<file path="src/hw/dsi_pkg.sv">
package dsi_pkg;
    // Clock and timebase
    localparam int CLK_KHZ = 100000;
    localparam int TICK_MS = 100;
    localparam int TICK_CYC = TICK_MS * CLK_KHZ;
    // Flash patterns: period in ms, converted to ticks
    localparam int OP_PER_MS = 5000;
    localparam int CAL_PER_MS = 1000;
    localparam int WARN_PER_MS = 200;
    localparam int ALM_PER_MS = 1000;
    localparam logic [5:0] OP_PER = 6'(OP_PER_MS / TICK_MS);
    localparam logic [5:0] CAL_PER = 6'(CAL_PER_MS / TICK_MS);
    localparam logic [5:0] WARN_PER = 6'(WARN_PER_MS / TICK_MS);
    localparam logic [5:0] ALM_PER = 6'(ALM_PER_MS / TICK_MS);
    localparam logic [3:0] CONF_TICKS = 4'h8;
    // Register byte offsets
    localparam logic [7:0] CTRL_OFS = 8'h00;
    localparam logic [7:0] USER_OFS = 8'h04;
    localparam logic [7:0] STAT_OFS = 8'h08;
    localparam logic [7:0] LAST_OFS = 8'h10;
    // Control fields
    localparam int CAL_BIT = 0;
    localparam int LSIM_BIT = 1;
    localparam int GSIM_BIT = 2;
    localparam int CSIM_BIT = 3;
    localparam int PROOF_BIT = 4;
    localparam int DNLD_BIT = 5;
    localparam int CONF_BIT = 8;
    localparam int TRST_BIT = 9;
    localparam int LINR_BIT = 10;
    localparam int SEL_LSB = 12;
    localparam logic [15:0] CTRL_RST = 16'h0000;
    localparam logic [15:0] USER_RST = 16'h0000;
    localparam logic [15:0] OUT_MAX = 16'h044C;
    // Alarm output selection
    localparam logic [1:0] SEL_MAX = 2'h0;
    localparam logic [1:0] SEL_HOLD = 2'h1;
    localparam logic [1:0] SEL_USER = 2'h2;
    // Error numbers
    localparam logic [15:0] E_CSUM = 16'h0065;
    localparam logic [15:0] E_DNLD = 16'h006A;
    localparam logic [15:0] E_CHI = 16'h0190;
    localparam logic [15:0] E_CLO = 16'h0193;
    localparam logic [15:0] E_INS = 16'h01AC;
    localparam logic [15:0] E_TEMP = 16'h067E;
    localparam logic [15:0] E_LIN = 16'h0641;
    localparam logic [15:0] E_PROOF = 16'h01AD;
    localparam logic [15:0] E_LSIM = 16'h0709;
    localparam logic [15:0] E_GSIM = 16'h070A;
    localparam logic [15:0] E_CSIM = 16'h070E;
    localparam logic [15:0] E_INSW = 16'h01A9;
    localparam logic [1:0] RESP_OK = 2'h0;
    localparam logic [1:0] RESP_ERR = 2'h2;
    typedef struct packed {
        logic is_alarm;
        logic [15:0] num;
    } dsi_code_t;
    typedef enum logic [1:0] {GR_OP, GR_CAL, GR_CONF} dsi_green_t;
endpackage : dsi_pkg

</file>
<file path="src/hw/dsi_indicator.sv">
`timescale 1ns/1ns
// Overview of operation
// - In normal operation the green indicator flashes briefly every 5 s.
// - In calibration mode the green indicator flashes once per second.
// - An accepted parameter change is confirmed with four green flashes.
// - An insert defect warning flashes the red indicator five times per second; other warnings leave it dark.
// - Insert temperature out of range flashes red once per second as alarm.
// - On alarm the output takes maximum, held last value or user value.
// - During a warning output keeps tracking; warning symbol flashes.
// - During an alarm the alarm symbol is shown steadily with its code.
// - Each error code is a type, alarm or warning, plus a number.
// - Recent errors are kept in a list readable by the operator.
// - Capacitance above range raises alarm 400, below range alarm 403.
// - Probe insulation break raises alarm 428.
// - Level, general and current simulation report warnings 1801, 1802, 1806.
// - Proof test reports warning 429 until it finishes.
// - Checksum failures latch alarm 101 until a total reset.
// - Non-monotonic linearization latches code 1601 until re-entered.
// - Download in progress reports alarm 106 until complete.
module dsi_indicator
    import dsi_pkg::*;
#(
    parameter int TICK_CYCLES = TICK_CYC,
    parameter int HIST_DEPTH = 4
) (
    input wire logic clock,
    input wire logic rst_b,
    input wire logic cap_high,
    input wire logic cap_low,
    input wire logic insul_break,
    input wire logic insert_defect,
    input wire logic temp_out,
    input wire logic csum_fail,
    input wire logic lin_not_mono,
    input wire logic [15:0] meas_value,
    output logic led_green,
    output logic led_red,
    output logic alarm_sym,
    output logic warn_sym,
    output dsi_code_t err_code,
    output logic [15:0] out_value,
    input wire logic [7:0] s_axi_awaddr,
    input wire logic s_axi_awvalid,
    output logic s_axi_awready,
    input wire logic [31:0] s_axi_wdata,
    input wire logic [3:0] s_axi_wstrb,
    input wire logic s_axi_wvalid,
    output logic s_axi_wready,
    output logic [1:0] s_axi_bresp,
    output logic s_axi_bvalid,
    input wire logic s_axi_bready,
    input wire logic [7:0] s_axi_araddr,
    input wire logic s_axi_arvalid,
    output logic s_axi_arready,
    output logic [31:0] s_axi_rdata,
    output logic [1:0] s_axi_rresp,
    output logic s_axi_rvalid,
    input wire logic s_axi_rready
);
    // Only four history words are addressable, so deeper lists are refused
    if (TICK_CYCLES < 2 || HIST_DEPTH < 1 || HIST_DEPTH > 4) begin : g_bad_params
        $error("dsi_indicator: unsupported parameters");
    end

    logic [31:0] tick_cnt_ff;
    logic tick_ff;
    logic [5:0] ph_op_ff, ph_cal_ff, ph_warn_ff, ph_alm_ff;
    logic [15:0] ctrl_ff, user_ff, hold_ff;
    logic csum_ff, lin_ff;
    logic [3:0] conf_ff;
    dsi_green_t gstate;
    dsi_code_t nxt_code;
    logic any_alarm, any_warn, warn_led;
    dsi_code_t hist_ff [HIST_DEPTH];
    logic wr_go, rd_go;
    logic [31:0] nxt_rdata;
    logic [1:0] nxt_rresp;

    // One timebase for every pattern; a 100 ms tick keeps counters small
    always_ff @(posedge clock or negedge rst_b) begin
        if (!rst_b) begin
            tick_cnt_ff <= 32'h0;
            tick_ff <= 1'b0;
        end else if (tick_cnt_ff == 32'(TICK_CYCLES - 1)) begin
            tick_cnt_ff <= 32'h0;
            tick_ff <= 1'b1;
        end else begin
            tick_cnt_ff <= tick_cnt_ff + 32'h1;
            tick_ff <= 1'b0;
        end
    end

    // Phase counters, each wrapping at its own period
    always_ff @(posedge clock or negedge rst_b) begin
        if (!rst_b) begin
            ph_op_ff <= 6'h0;
            ph_cal_ff <= 6'h0;
            ph_warn_ff <= 6'h0;
            ph_alm_ff <= 6'h0;
        end else if (tick_ff) begin
            ph_op_ff <= (ph_op_ff == OP_PER - 6'h1) ? 6'h0 : ph_op_ff + 6'h1;
            ph_cal_ff <= (ph_cal_ff == CAL_PER - 6'h1) ? 6'h0 : ph_cal_ff + 6'h1;
            ph_warn_ff <= (ph_warn_ff == WARN_PER - 6'h1) ? 6'h0 : ph_warn_ff + 6'h1;
            ph_alm_ff <= (ph_alm_ff == ALM_PER - 6'h1) ? 6'h0 : ph_alm_ff + 6'h1;
        end
    end

    // Confirmation burst: eight ticks, lit on even ones, gives four flashes
    always_ff @(posedge clock or negedge rst_b) begin
        if (!rst_b) begin
            conf_ff <= 4'h0;
        end else if (wr_go && s_axi_awaddr == CTRL_OFS && s_axi_wstrb[1]
                     && s_axi_wdata[CONF_BIT]) begin
            conf_ff <= CONF_TICKS;
        end else if (tick_ff && conf_ff != 4'h0) begin
            conf_ff <= conf_ff - 4'h1;
        end
    end

    // Latched faults; a new failure wins over a clear in the same cycle
    always_ff @(posedge clock or negedge rst_b) begin
        if (!rst_b) begin
            csum_ff <= 1'b0;
            lin_ff <= 1'b0;
        end else begin
            if (csum_fail) begin
                csum_ff <= 1'b1;
            end else if (wr_go && s_axi_awaddr == CTRL_OFS && s_axi_wstrb[1]
                         && s_axi_wdata[TRST_BIT]) begin
                csum_ff <= 1'b0;
            end
            if (lin_not_mono) begin
                lin_ff <= 1'b1;
            end else if (wr_go && s_axi_awaddr == CTRL_OFS && s_axi_wstrb[1]
                         && s_axi_wdata[LINR_BIT]) begin
                lin_ff <= 1'b0;
            end
        end
    end

    // Error selection in priority order, alarms ahead of warnings
    always_comb begin
        nxt_code = '{is_alarm: 1'b1, num: 16'h0};
        any_alarm = 1'b1;
        any_warn = 1'b0;
        if (csum_ff) nxt_code.num = E_CSUM;
        else if (ctrl_ff[DNLD_BIT]) nxt_code.num = E_DNLD;
        else if (cap_high) nxt_code.num = E_CHI;
        else if (cap_low) nxt_code.num = E_CLO;
        else if (insul_break) nxt_code.num = E_INS;
        else if (temp_out) nxt_code.num = E_TEMP;
        else if (lin_ff) nxt_code.num = E_LIN;
        else begin
            any_alarm = 1'b0;
            nxt_code.is_alarm = 1'b0;
            any_warn = 1'b1;
            if (ctrl_ff[PROOF_BIT]) nxt_code.num = E_PROOF;
            else if (ctrl_ff[LSIM_BIT]) nxt_code.num = E_LSIM;
            else if (ctrl_ff[GSIM_BIT]) nxt_code.num = E_GSIM;
            else if (ctrl_ff[CSIM_BIT]) nxt_code.num = E_CSIM;
            else if (insert_defect) nxt_code.num = E_INSW;
            else any_warn = 1'b0;
        end
    end

    assign warn_led = cap_high | insul_break | insert_defect;
    assign gstate = (conf_ff != 4'h0) ? GR_CONF :
                    ctrl_ff[CAL_BIT] ? GR_CAL : GR_OP;

    // Indicators and display symbols
    always_ff @(posedge clock or negedge rst_b) begin
        if (!rst_b) begin
            led_green <= 1'b0;
            led_red <= 1'b0;
            alarm_sym <= 1'b0;
            warn_sym <= 1'b0;
            err_code <= '0;
        end else begin
            case (gstate)
                GR_CONF: led_green <= ~conf_ff[0];
                GR_CAL: led_green <= (ph_cal_ff == 6'h0);
                GR_OP: led_green <= (ph_op_ff == 6'h0);
                default: led_green <= 1'b0;
            endcase
            if (any_alarm) led_red <= (ph_alm_ff == 6'h0);
            else if (warn_led) led_red <= (ph_warn_ff == 6'h0);
            else led_red <= 1'b0;
            alarm_sym <= any_alarm;
            warn_sym <= any_warn && (ph_cal_ff < CAL_PER / 6'h2);
            err_code <= nxt_code;
        end
    end

    // Loop output: tracks unless an alarm forces the chosen value
    always_ff @(posedge clock or negedge rst_b) begin
        if (!rst_b) begin
            hold_ff <= 16'h0;
            out_value <= 16'h0;
        end else if (!any_alarm) begin
            hold_ff <= meas_value;
            out_value <= meas_value;
        end else begin
            case (ctrl_ff[SEL_LSB +: 2])
                SEL_HOLD: out_value <= hold_ff;
                SEL_USER: out_value <= user_ff;
                default: out_value <= OUT_MAX;
            endcase
        end
    end

    // History: a new nonzero code shifts in at the front
    generate
        for (genvar i = 0; i < HIST_DEPTH; i++) begin : g_hist
            always_ff @(posedge clock or negedge rst_b) begin
                if (!rst_b) begin
                    hist_ff[i] <= '0;
                end else if (nxt_code.num != 16'h0 && nxt_code != err_code) begin
                    if (i == 0) hist_ff[i] <= nxt_code;
                    else hist_ff[i] <= hist_ff[(i == 0) ? 0 : i - 1];
                end
            end
        end
    endgenerate

    // Write channel: address and data taken together, one write at a time
    assign wr_go = s_axi_awvalid && s_axi_wvalid && !s_axi_awready && !s_axi_bvalid;
    always_ff @(posedge clock or negedge rst_b) begin
        if (!rst_b) begin
            s_axi_awready <= 1'b0;
            s_axi_wready <= 1'b0;
            s_axi_bvalid <= 1'b0;
            s_axi_bresp <= RESP_OK;
        end else begin
            s_axi_awready <= wr_go;
            s_axi_wready <= wr_go;
            if (wr_go) begin
                s_axi_bvalid <= 1'b1;
                s_axi_bresp <= (s_axi_awaddr == CTRL_OFS || s_axi_awaddr == USER_OFS)
                               ? RESP_OK : RESP_ERR;
            end else if (s_axi_bready) begin
                s_axi_bvalid <= 1'b0;
            end
        end
    end

    // Writable registers; command bits 8 to 10 are pulses and not stored
    always_ff @(posedge clock or negedge rst_b) begin
        if (!rst_b) begin
            ctrl_ff <= CTRL_RST;
            user_ff <= USER_RST;
        end else if (wr_go) begin
            for (int b = 0; b < 2; b++) begin
                if (s_axi_wstrb[b] && s_axi_awaddr == CTRL_OFS)
                    ctrl_ff[b*8 +: 8] <= s_axi_wdata[b*8 +: 8] & (b == 1 ? 8'hF0 : 8'hFF);
                if (s_axi_wstrb[b] && s_axi_awaddr == USER_OFS)
                    user_ff[b*8 +: 8] <= s_axi_wdata[b*8 +: 8];
            end
        end
    end

    // Read decode
    always_comb begin
        nxt_rdata = 32'h0;
        nxt_rresp = RESP_OK;
        if (s_axi_araddr == CTRL_OFS) nxt_rdata = {16'h0, ctrl_ff};
        else if (s_axi_araddr == USER_OFS) nxt_rdata = {16'h0, user_ff};
        else if (s_axi_araddr == STAT_OFS)
            nxt_rdata = {12'h0, csum_ff, lin_ff, any_warn, any_alarm, err_code.num};
        else if (s_axi_araddr[7:5] == 3'h0 && s_axi_araddr[4] &&
                 s_axi_araddr[1:0] == 2'h0 && 32'(s_axi_araddr[3:2]) < HIST_DEPTH)
            nxt_rdata = {15'h0, hist_ff[s_axi_araddr[3:2]]};
        else nxt_rresp = RESP_ERR;
    end

    assign rd_go = s_axi_arvalid && !s_axi_arready && !s_axi_rvalid;
    always_ff @(posedge clock or negedge rst_b) begin
        if (!rst_b) begin
            s_axi_arready <= 1'b0;
            s_axi_rvalid <= 1'b0;
            s_axi_rdata <= 32'h0;
            s_axi_rresp <= RESP_OK;
        end else begin
            s_axi_arready <= rd_go;
            if (rd_go) begin
                s_axi_rvalid <= 1'b1;
                s_axi_rdata <= nxt_rdata;
                s_axi_rresp <= nxt_rresp;
            end else if (s_axi_rready) begin
                s_axi_rvalid <= 1'b0;
            end
        end
    end
endmodule : dsi_indicator

</file>
<file path="config.mk">
export PLATFORM = sky130hd
export DESIGN_NAME = dsi_indicator
export DESIGN_NICKNAME = d
export VERILOG_FILES = /design/src/hw/dsi_pkg.sv /design/src/hw/dsi_indicator.sv
export SDC_FILE = /design/constraint.sdc
export NUM_CORES = 1
export LEC_CHECK = 0
export BUFFER_PORTS_ARGS = -buffer_cell sky130_fd_sc_hd__buf_2
export CAP_MARGIN = 20
export CORE_ASPECT_RATIO = 0.5
export CORE_MARGIN = 5
export CORE_UTILIZATION = 40
export DETAILED_ROUTE_END_ITERATION = 12
export SLEW_MARGIN = 20
export SYNTH_ARGS = -nofsm -noshare
export SYNTH_HDL_FRONTEND = slang
export SYNTH_SLANG_ARGS = --single-unit
</file>
<file path="constraint.sdc">
create_clock -name clock -period 6.4 [get_ports clock]
set_input_delay 0.32 -clock clock [delete_from_list [all_inputs] [get_ports clock]]
set_output_delay 0.32 -clock clock [all_outputs]
set_load 0.1 [all_outputs]
</file>
### After elaboration in Yosys (flattened, before gate mapping)

Cells that the tools add are included.

* add/subtract/negate cells: 6
* $lt $le $gt $ge: 2
* equality and inequality tests: 13
* multiplexer cells: 66
* bitwise gates (word level): 4
* reduce and logical (&&, ||, !) cells: 44

Operator list (number)
* $mux 11: 10
* $mux 20: 3
* $mux 17: 3
* $bmux 17 s2: 1
* $add 32x1->32 const B: 1
* $eq 32x24->1 const B: 1
* $mux 16: 2
* $mux 32: 1
* $pmux 16 s2: 1
* $mux 1: 31
* $add 6x1->6 const B: 4
* $logic_not 6->1: 4
* $mux 6: 4
* $logic_and 1x1->1: 19
* $ne 17x17->1: 1
* $eq 8x3->1 const B: 2
* $logic_not 8->1: 2
* $reduce_bool 16->1: 1
* $eq 6x4->1 const B: 2
* $mux 2: 6
* $reduce_bool 2->1: 5
* $mux 9: 1
* $eq 8x4->1 const B: 1
* $mux 4: 2
* other kinds (17): 27

* bits in registers: 251
* input bits: 82
* word-level logic and storage cells: 170

### Longest topological paths before layout

Gate-level depths: netlist of the first run.

* depth in word-level cells: 15
* gate-level depth with buffers: 11
* depth with buffers taken out: 8

### Least setup slack after synthesis of the first run

OpenSTA, ideal clock, no wires.

* kind: flip-flop to flip-flop
* from: reg err_code[4] (netlist bit)
* to: reg hist_ff[43] (netlist bit)
* library setup time: 0.125 ns
* arrival time: 2.675 ns
* required time: 6.275 ns
* setup slack: 3.601 ns
* cell stages (with the launch flop): 9
* clock period less this slack: 2.799 ns
* cell sequence: dfrtp_1 -> xnor2_1 -> a32oi_1 -> o32a_1 -> nor4b_1 -> nand4_2 -> o21ai_4 -> buf_6 -> mux2_2

* longest elaborated chain between the ends: 2

RTL lines
* start, declared: RTL line dsi_indicator.sv:40 `output dsi_code_t err_code,`
* start signal, assigned: RTL line dsi_indicator.sv:190 `err_code <= nxt_code;`
* $ne 17x17->1: RTL line dsi_indicator.sv:217 `end else if (nxt_code.num != 16'h0 && nxt_code != err_code) begin`
* $logic_and 1x1->1: RTL line dsi_indicator.sv:217
* end signal, assigned by index: RTL line dsi_indicator.sv:218 `if (i == 0) hist_ff[i] <= nxt_code;`
* end signal, assigned by index: RTL line dsi_indicator.sv:219 `else hist_ff[i] <= hist_ff[(i == 0) ? 0 : i - 1];`
* end, declared: RTL line dsi_indicator.sv:74 `dsi_code_t hist_ff [HIST_DEPTH];`

Every way passes these cells.
A chain may end at the register's enable or synchronous reset.

### Final worst setup path of the first run

* from: reg csum_ff
* to: reg hist_ff[38] (netlist bit)

* longest elaborated chain between the ends: 3

RTL lines
* start, declared: RTL line dsi_indicator.sv:69 `logic csum_ff, lin_ff;`
* start signal, assigned: RTL line dsi_indicator.sv:123 `csum_ff <= 1'b0;`
* start signal, assigned: RTL line dsi_indicator.sv:127 `csum_ff <= 1'b1;`
* start signal, assigned: RTL line dsi_indicator.sv:130 `csum_ff <= 1'b0;`
* $mux 16 or $mux 1 (tied branches): RTL line dsi_indicator.sv:146 `if (csum_ff) nxt_code.num = E_CSUM;`
* $ne 17x17->1 or $reduce_bool 16->1 (tied branches): RTL line dsi_indicator.sv:217
* $logic_and 1x1->1 (*): RTL line dsi_indicator.sv:217

Every way passes the cells marked *; elsewhere a longest branch is shown, timed or not.

==> impl_results.md, run 1 <==
- Power Density: 276 nW/µm²
- Worst hold stages: 2
- # H-tree levels: 1
- Drt wl/cell: 17.6 µm
- Synth Area in Compound Gates: 0.0861
- Setup Skew: 10.2 ps
- CP max FO: 32
- Reg2Reg Launch Point: csum_ff$_DFFE_PN0P_
- Vias post-DR: 7,036
- Initial Util: 0.406
- Vias in the first global route: 6,970
- Root buffer cell: clkbuf_16
- Diodes inserted: 0
- R2R depth: 9
- End of the worst register-to-register path: hist_ff[38]$_DFFE_PN0P_
- Die Y: 120 µm
- Syn Std Cell Area: 9710 µm²
- CP startpoint kind: flip-flop
- RSZ-0062 raised after global routing: false
- Largest net degree at the start of global routing: 74
- Combined area of the multi-input logic cells: 4150 µm²
- Max Cap Viol: 0
- Max-slew headroom: 0.316
- Synth Area in Simple Gates: 0.160
- Yosys warning count: 0
- Most frequent cells in the layout: dfrtp_1 (207), nand2_1 (128), buf_2 (121)
- # rows: 40
- Worst-Margin Slew: 1020 ps
- Dpl hpwl: 16,600 µm
- Sequential power share: 0.464
- Syn Area/Cell: 10.9 µm²
- DRC: 0
- Non-Filler Instances: 1,324
- CP Capture Type: flip-flop
- Crit path kind: flip-flop to flip-flop
- Endpoints failing setup: 0
- Clk slew on worst S/H paths: 60 ps
- Post-Synth XOR/XNOR Area: 0.0415
- First drt pass iteration count: 5
- Synth Register Bits: 207
- Dominant synthesized flop cell: dfrtp_1
- Initial DRC count: 544
- Routed wire length: 23,300 µm
- Overflow after GRT: 0
- Total CTS buffers: 21
- Critical Path AT: 4490 ps
- Cell taking the most area after synthesis: dfrtp_1
- Final Hold Vio Count: 0
- Fill cells: 2,165
- Mapped Cells: 891
- Total GRT Usage: 0.167
- Worst-Skew Late Latency: 490 ps
- Logic gate share of total power: 0.155
- Commonest non-fill, non-tap cell in the layout: dfrtp_1
- Largest family of logic cells by synthesized area: simple AND/OR/NAND/NOR gates
- FF-to-FF setup slack: 2280 ps
- Sink Count: 207
- Ys async rst share: 1.00
- Placed Cells: 1,286
- Setup TNS after final layout: 0 ps
- Peak supply drop: 0.140 mV
- Top Ports: 160
- Share of cells above drive strength 1: 0.240
- Share of the synthesized area in the top cell type: 0.534
- Tcrit/Tclk final: 0.643
- Top cells by area, synth: dfrtp_1 (53%), mux2_2 (7.1%), nand2_1 (4.9%), mux4_2 (2.6%), xnor2_1 (2.3%)
- Achievable Freq: 243 MHz
- Hold_sp: csum_fail
- Core ar.: 23,900 µm²
- GPL Wtd Cong: 0.895
- Clk network pwr share: 0.381
- Min-Delay Path Class: input pin to flip-flop
- CTS tree: done
- Initial antenna violation count: 0
- Vias per cell: 5.31
- Port-buffer cells: 122
- Net Switching: 913 µW
- Total die area: 27,700 µm²
- Final antenna-violating net count: 0
- CTS Buffer Depth: 3
- Pleak: 0.00528 µW
- Sw frac: 0.297
- Area grow syn2layout: 14.8%
- Die Wd: 230 µm
- Final Max Slew Viols: 0
- Internal power: 2160 µW
- Seq. cell area: 5180 µm²
- Hold path endpoint: csum_ff$_DFFE_PN0P_
- Worst path required time: 6770 ps
- Layout Nets: 1,094
- Minimum clock period: 4120 ps
- Post-synthesis mux area share: 0.111
- Global-route wire length before repair: 37,600 µm
- Netlist cell types: 60
- EDFF count, synth: 0
- Outcome: complete, no violations
- Sequential-to-total area share from yosys stat: 0.534
- Post-Synth Adder-Cell Area: 0.0206
[worst max-delay path, stage by stage (launching register included)]
cell,delay (ps)
dfrtp_1,570
or4_4,670
nor2_8,310
inv_2,370
o311ai_2,320
o2111a_1,230
nand4_2,160
o21ai_4,510
buf_4,440
mux2_2,380
[cells in the mapped netlist (all sizes together) (10+ instances only)]
cell / count
dfrtp: 207
nand2: 128
mux2: 68
nor2: 61
o21ai: 41
clkbuf: 35
buf: 32
xnor2: 26
and3: 23
inv: 23
nand3: 22
xor2: 20
nor3: 19
a21oi: 18
ha: 16
nand4: 14
a221oi: 13
a22oi: 12
nor4: 12
mux4: 11
a31oi: 10
[final cells by class]
class / instances / area share
clock buffer: 32 / 0.0535
clock inverter: 4 / 0.00404
inverter: 23 / 0.00775
multi-input combinational: 612 / 0.373
sequential: 207 / 0.465
tap: 315 / 0.0354
timing repair buffer: 131 / 0.0621
[worst max-delay path by stage]
stage	start	endpoint	slack, ps	cells after the start
2_1_floorplan	err_code[4]$_DFF_PN0_	hist_ff[43]$_DFFE_PN0P_	3600	8
4_1_cts	csum_ff$_DFFE_PN0P_	hist_ff[38]$_DFFE_PN0P_	2260	9
5_1_grt	csum_ff$_DFFE_PN0P_	hist_ff[21]$_DFFE_PN0P_	2070	9
3_3_place_gp	csum_ff$_DFFE_PN0P_	hist_ff[21]$_DFFE_PN0P_	2330	9
3_5_place_dp	csum_ff$_DFFE_PN0P_	hist_ff[19]$_DFFE_PN0P_	2280	9
6_report	csum_ff$_DFFE_PN0P_	hist_ff[38]$_DFFE_PN0P_	2280	9
[cells by family after synthesis]
kind of cell | Yosys count
AOI/OAI and AO/OA | 126
and+or+nand+nor | 320
other | 1
adders and majority gates | 16
buffers and inverters | 90
xor gates and xnor gates | 46
muxes | 85
DFF | 207
[per-layer routing]
layer / GRT usage / part of all wire / up-vias / routed length [µm]
li1: - / - / 3315 / -
met1: 0.236 / 0.47 / 3514 / 10800
met2: 0.268 / 0.47 / 168 / 10800
met3: 0.0300 / 0.046 / 39 / 1060
met4: 0.0440 / 0.023 / 0 / 537
met5: 0 / 0 / - / 0
[metrics by stage]
stage	hold slack (ps)	instance area, µm²	total power, µW	util	setup WS, ps
after detailed placement	362	10500	1930	0.438	2280
after floorplan	24.4	9780	1810	-	3600
after global placement	360	10500	1920	0.438	2330
after global routing	16.3	11100	3190	0.466	2070
final	15.0	11100	3080	0.466	2280
after CTS	1.44	11100	3100	0.466	2260
[power groups by stage]
stage / sequential (µW) / combinational, µW / clock [µW]
after global placement: 1440 / 474 / 0
final: 1430 / 476 / 1170
after global routing: 1430 / 504 / 1260
after CTS: 1430 / 480 / 1200
after detailed placement: 1450 / 478 / 0
after floorplan: 1640 / 173 / 0
[sequential cells by signal, summed over array words and instances (netlist names), 4 cells and up]
signal	flops
conf_ff	4
hold_ff	16
ph_warn_ff	6
ph_op_ff	6
user_ff	16
hist_ff	44
s_axi_rdata	20
tick_cnt_ff	32
ph_cal_ff	6
ctrl_ff	12
ph_alm_ff	6
out_value	16
err_code	11
[repair_timing]
item / in CTS / in global routing
setup buffers: 0 / 0
hold buffers: 2 / 0
endpoints found under the hold margin: 71 / 0
resized for setup: 0 / 0
No activity file was read; power rests on OpenSTA's default activity.
==> run 2, diff against run 1 <==
- clock period: 6.4 -> 4 ns (I/O delays scaled with it)
==> impl_results.md, run 2 (synthesis gave the netlist of run 1 again) <==
- Max Cap Viol: 0 (unchanged)
- Top flop regs: hist_ff: 44 flops, tick_cnt_ff: 32 flops, s_axi_rdata: 20 flops (unchanged)
- Final antenna-violating net count: 0 (unchanged)
- Vias in the first global route: 7,170 (was 6,970)
- Tcrit/Tclk final: 0.820 (was 0.643)
- Top Ports: 160 (unchanged)
- Hold Buf Count CTS: 40 (was 2)
- # H-tree levels: 1 (unchanged)
- GRT met3 Usage: 0.0312 (was 0.0300)
- Die Wd: 230 µm (unchanged)
- Crit path kind: flip-flop to flip-flop (unchanged)
- Final Max Slew Viols: 0 (unchanged)
- Sink Count: 207 (unchanged)
- Drt wl/cell: 17.3 µm (was 17.6 µm)
- Met1 Use GR: 0.233 (was 0.236)
- RSZ-0062 raised after global routing: false (unchanged)
- Share of cells above drive strength 1: 0.233 (was 0.240)
- Commonest non-fill, non-tap cell in the layout: dfrtp_1 (unchanged)
- Dpl hpwl: 16,700 µm (was 16,600 µm)
- CP startpoint kind: flip-flop (unchanged)
- Core ar.: 23,900 µm² (unchanged)
- Fill cells: 2,174 (was 2,165)
- Worst-Margin Slew: 1060 ps (was 1020 ps)
- First drt pass iteration count: 6 (was 5)
- Area grow syn2layout: 19.2% (was 14.8%)
- Master of the slowest instance on the critical path: or4_4 (unchanged)
- Setup Skew: 17.1 ps (was 10.2 ps)
- Setup repair bufs after CTS: 0 (unchanged)
- CP Capture Type: flip-flop (unchanged)
- Total GRT Usage: 0.169 (was 0.167)
- Final Core Density: 0.484 (was 0.466)
- Critical Path AT: 3650 ps (was 4490 ps)
- Root buffer cell: clkbuf_16 (unchanged)
- Met2 usage: 0.276 (was 0.268)
- Die Y: 120 µm (unchanged)
- Outcome: complete, no violations (unchanged)
- Vias post-DR: 7,199 (was 7,036)
- Overflow after GRT: 0 (unchanged)
- Max FFs per register: 44 (unchanged)
- DRC: 0 (unchanged)
- CP cell instances: or4_4 > nor2_8 > inv_2 > o311ai_2 > o2111a_1 > nand4_2 > o21ai_4 > buf_12 > mux2_2 (was or4_4 > nor2_8 > inv_2 > o311ai_2 > o2111a_1 > nand4_2 > o21ai_4 > buf_4 > mux2_2)
- Diodes inserted: 0 (unchanged)
- Total CTS buffers: 20 (was 21)
- Minimum clock period: 3280 ps (was 4120 ps)
- CTS Buffer Depth: 3 (unchanged)
- Pleak: 0.00546 µW (was 0.00528 µW)
- Achievable Freq: 305 MHz (was 243 MHz)
- Initial Util: 0.406 (unchanged)
- CTS tree: done (unchanged)
- Clk slew on worst S/H paths: 60 ps (about the same)
- CP max FO: 36 (was 32)
- # rows: 40 (unchanged)
- Hold Slack: 115 ps (was 15.0 ps)
- Layout Nets: 1,134 (was 1,094)
- Biggest register: hist_ff (unchanged)
- Worst path required time: 4370 ps (was 6770 ps)
- Busiest grt layer: met2 (unchanged)
- Vias per cell: 5.27 (was 5.31)
- Max-slew headroom: 0.287 (was 0.316)
- Initial DRC count: 549 (was 544)
- Global-route wire length before repair: 38,200 µm (was 37,600 µm)
- Final Hold Vio Count: 0 (unchanged)
- Endpoints failing setup: 0 (unchanged)
- Slowest stage delay, CP: 630 ps (was 670 ps)
- Port-buffer cells: 122 (unchanged)
- Initial antenna violation count: 1 (was 0)
- Routed wire length: 23,600 µm (was 23,300 µm)
- Worst-Skew Late Latency: 490 ps (about the same)
- Total power: 4920 µW (was 3080 µW)
- GPL Wtd Cong: 0.856 (was 0.895)
- Total die area: 27,700 µm² (unchanged)
- Peak supply drop: 0.216 mV (was 0.140 mV)
- Min-Delay Path Class: input pin to asynchronous set/reset pin (was input pin to flip-flop)
- Most frequent cells in the layout: dfrtp_1 (207), nand2_1 (128), buf_2 (121) (unchanged)
- Power Density: 425 nW/µm² (was 276 nW/µm²)
- CTS resizes: 0 (unchanged)
- Setup TNS after final layout: 0 ps (unchanged)
- Largest net degree at the start of global routing: 128 (was 74)
[run 2: changes by cell type in the layout (fill, tap and decap cells not counted), sizes merged]
cell and delta:
dlygate4sd3 +38, clkbuf +3, clkinv -2, bufinv -1, buf +3
[run 2: report_power, final]
part / switching [µW] / total, µW / internal [µW]
clock: 768 / 1850 / 1080
combinational: 609 / 797 / 188
sequential: 73.0 / 2280 / 2210
total: 1450 / 4920 / 3470
[run 2: final timing paths]
path                                              endpoint  slack (ps)  cells past startpoint                        from
worst max-delay path               hist_ff[34]$_DFFE_PN0P_         720                      9          lin_ff$_DFFE_PN0P_
worst min-delay path              ph_alm_ff[0]$_DFFE_PN0P_         120                      2                       rst_b
worst max register to register     hist_ff[34]$_DFFE_PN0P_         720                      9          lin_ff$_DFFE_PN0P_
worst min register to register  s_axi_rdata[9]$_DFFE_PN0P_         470                      2  s_axi_rdata[9]$_DFFE_PN0P_
max in group asynchronous          out_value[15]$_DFF_PN0_        2850                      3                       rst_b
min in group clock                   err_code[1]$_DFF_PN0_         130                      4                    cap_high
[run 2: cell type report]
type / instances / area (µm²) / share of cell area
well taps: 315 / 394 / 0.0340
clock buffers: 35 / 638 / 0.0551
multi-input cells: 612 / 4150 / 0.359
inverters: 23 / 86.3 / 0.00746
flip-flops and latches: 207 / 5180 / 0.447
clock inverters: 1 / 5.00 / 0.000432
repair buffers: 172 / 1120 / 0.0967
[run 2: worst max-delay path: cells and delay by family (launching register included)]
| kind | cells | cell delay, ps |
|---|---|---|
| AND/OR/NAND/NOR | 3 | 1100 |
| flip-flops | 1 | 520 |
| buffers and inverters | 2 | 330 |
| AO/OA/AOI/OAI | 3 | 820 |
| multiplexers | 1 | 360 |
[run 2: through the flow]
stage	area, µm²	setup slack (ps)	std cells
floorplan	9780	1200	909
global placement	10500	752	1289
detailed placement	10500	730	1289
CTS	11600	713	1365
global route	11600	585	1365
finish	11600	722	1365
[run 2: routing by layer]
layer | up-vias | share of wire
met5 | - | 0
met4 | 0 | 0.025
met3 | 46 | 0.048
met2 | 164 | 0.47
met1 | 3588 | 0.46
li1 | 3401 | -
==> run 3, diff against run 2 <==
- clock period: 4 -> 2.7 ns (I/O delays scaled with it)
==> impl_results.md, run 3 (synthesis gave the netlist of run 1 again) <==
- Outcome: finished, violations left (was complete, no violations)
- Failing checks: setup timing
- Max Cap Viol: 0 (unchanged)
- Power Density: 620 nW/µm² (was 425 nW/µm²)
- Sink Count: 207 (unchanged)
- Final antenna-violating net count: 0 (unchanged)
- Min-Delay Path Class: input pin to flip-flop (was input pin to asynchronous set/reset pin)
- Area grow syn2layout: 22.8% (was 19.2%)
- Achievable Freq: 366 MHz (was 305 MHz)
- Crit path kind: flip-flop to flip-flop (unchanged)
- # rows: 40 (unchanged)
- Clk slew on worst S/H paths: 60 ps (about the same)
- Final worst slack: -33.1 ps (was 722 ps)
- Vias per cell: 5.26 (was 5.27)
- Routed wire length: 24,100 µm (was 23,600 µm)
- Setup Skew: 11.7 ps (was 17.1 ps)
- Top flop regs: hist_ff: 44 flops, tick_cnt_ff: 32 flops, s_axi_rdata: 20 flops (unchanged)
- Die Wd: 230 µm (unchanged)
- Master of the slowest instance on the critical path: or4_1 (was or4_4)
- Max FFs per register: 44 (unchanged)
- Seq. cell area: 5180 µm² (about the same)
- Final Max Slew Viols: 0 (unchanged)
- Global-route wire length before repair: 39,700 µm (was 38,200 µm)
- Vias post-DR: 7,333 (was 7,199)
- CP max FO: 31 (was 36)
- Worst-Margin Slew: 721 ps (was 1060 ps)
- Pleak: 0.00569 µW (was 0.00546 µW)
- Max-slew headroom: 0.519 (was 0.287)
- Most frequent cells in the layout: dfrtp_1 (204), nand2_1 (128), buf_2 (121) (was dfrtp_1 (207), nand2_1 (128), buf_2 (121))
- Combined area of the multi-input logic cells: 4230 µm² (was 4150 µm²)
- Top Ports: 160 (unchanged)
- First drt pass iteration count: 4 (was 6)
- Hold_sp: s_axi_awvalid
- Worst-Skew Late Latency: 490 ps (about the same)
- Fill cells: 2,205 (was 2,174)
- CP cell instances: or4_1 > o21a_1 > o221ai_1 > o2111a_1 > nand4_4 > o21ai_4 > buf_12 > mux2_2 (was or4_4 > nor2_8 > inv_2 > o311ai_2 > o2111a_1 > nand4_2 > o21ai_4 > buf_12 > mux2_2)
- Buffers & Inverters on Critical Path: 1 (was 2)
- Total CTS buffers: 20 (unchanged)
- Worst path required time: 3070 ps (was 4370 ps)
- Tcrit/Tclk final: 1.01 (was 0.820)
- Dpl hpwl: 17,100 µm (was 16,700 µm)
- Vias in the first global route: 7,543 (was 7,170)
- Setup repair bufs after CTS: 0 (unchanged)
- Root buffer cell: clkbuf_16 (unchanged)
- Final Core Density: 0.498 (was 0.484)
- Largest net degree at the start of global routing: 67 (was 128)
- Non-Filler Instances: 1,395 (was 1,365)
- Setup crit start: ctrl_ff[3]$_DFFE_PN0P_ (was lin_ff$_DFFE_PN0P_)
- Port-buffer cells: 122 (unchanged)
- Final Hold Vio Count: 0 (unchanged)
- Endpoints failing setup: 19 (was 0)
- Critical Path AT: 3100 ps (was 3650 ps)
- Layout Nets: 1,165 (was 1,134)
- Die Y: 120 µm (unchanged)
- GPL Wtd Cong: 0.864 (was 0.856)
- RSZ-0062 raised after global routing: true (was false)
- Initial DRC count: 498 (was 549)
- Commonest non-fill, non-tap cell in the layout: dfrtp_1 (unchanged)
- Post-DP Area: 10,800 µm² (was 10,500 µm²)
- Minimum clock period: 2730 ps (was 3280 ps)
- DRC: 0 (unchanged)
- CTS Buffer Depth: 3 (unchanged)
- CTS tree: done (unchanged)
- Core ar.: 23,900 µm² (unchanged)
- Drt wl/cell: 17.3 µm (about the same)
- CP startpoint kind: flip-flop (unchanged)
- Initial antenna violation count: 1 (unchanged)
- Initial Util: 0.406 (unchanged)
- CP top delay family: compound AO/OA/AOI/OAI gates (was simple AND/OR/NAND/NOR gates)
- # H-tree levels: 1 (unchanged)
- Biggest register: hist_ff (unchanged)
- Peak supply drop: 0.329 mV (was 0.216 mV)
- Share of cells above drive strength 1: 0.261 (was 0.233)
- Reg2Reg Launch Point: ctrl_ff[3]$_DFFE_PN0P_ (was lin_ff$_DFFE_PN0P_)
- CP Capture Type: flip-flop (unchanged)
- Overflow after GRT: 0 (unchanged)
- Post-route cell area: 11,900 µm² (was 11,600 µm²)
- Total die area: 27,700 µm² (unchanged)
- Placed Cells: 1,319 (was 1,289)
- Slowest stage delay, CP: 560 ps (was 630 ps)
- Total GRT Usage: 0.174 (was 0.169)
-- run 3: path summary, 6_finish.rpt --
check / cells past startpoint / end / slack (ps)
hold reg to reg: 2 / s_axi_rdata[11]$_DFFE_PN0P_ / 470
setup reg to reg: 8 / hist_ff[37]$_DFFE_PN0P_ / -30
setup / recovery: 8 / hist_ff[37]$_DFFE_PN0P_ / -30
max in group asynchronous: 3 / out_value[14]$_DFF_PN0_ / 1740
min in group asynchronous: 2 / tick_cnt_ff[15]$_DFF_PN0_ / 200
hold / removal: 5 / s_axi_bresp[1]$_DFFE_PN0P_ / 20
-- run 3: worst reg2reg max path, cell delays in order (launching register included) --
cell and delay, ps:
dfrtp_1 460, or4_1 560, o21a_1 190, o221ai_1 190
o2111a_1 270, nand4_4 120, o21ai_4 220, buf_12 230
mux2_2 380
-- run 3: per-layer routing --
layer	up-vias	GRT usage	part of all wire	wire [µm]
met1	3662	0.232	0.45	10800
met5	-	0	0	0
met4	0	0.0533	0.030	735
li1	3450	-	-	-
met3	54	0.0272	0.041	991
met2	167	0.296	0.48	11600
-- run 3: stage by stage --
stage	power (µW)	setup TNS, ps	hold WS [ps]	worst slack [ps]
detailed placement	4590	-540	170	-29.6
CTS	7470	0	0.137	19.6
global route	7700	-3290	59.6	-127
floorplan	4300	-23.7	-161	-2.64
finish	7390	-311	17.7	-33.1
global placement	4570	-46.4	171	-6.46
-- run 3: power breakdown --
group	internal, µW	switching, µW
registers	3270	111
clock network	1640	1160
logic	304	897
-- run 3: what timing repair did --
action                     4_1_cts  5_1_grt
setup endpoints to repair       33       44
gates cloned                     0        0
hold buffers                    41        0
hold endpoints to repair       131        0
gates resized for setup          2        9
pin swaps                        1        0
-- run 3: final cells by class --
cell class | count | area share
Multi-Input combinational cell | 612 | 0.355
Clock buffer | 27 | 0.0468
Sequential cell | 207 | 0.435
Antenna cell | 1 | 0.000210
Clock inverter | 7 | 0.00735
Inverter | 23 | 0.00724
Timing Repair Buffer | 203 | 0.115
Tap cell | 315 | 0.0331
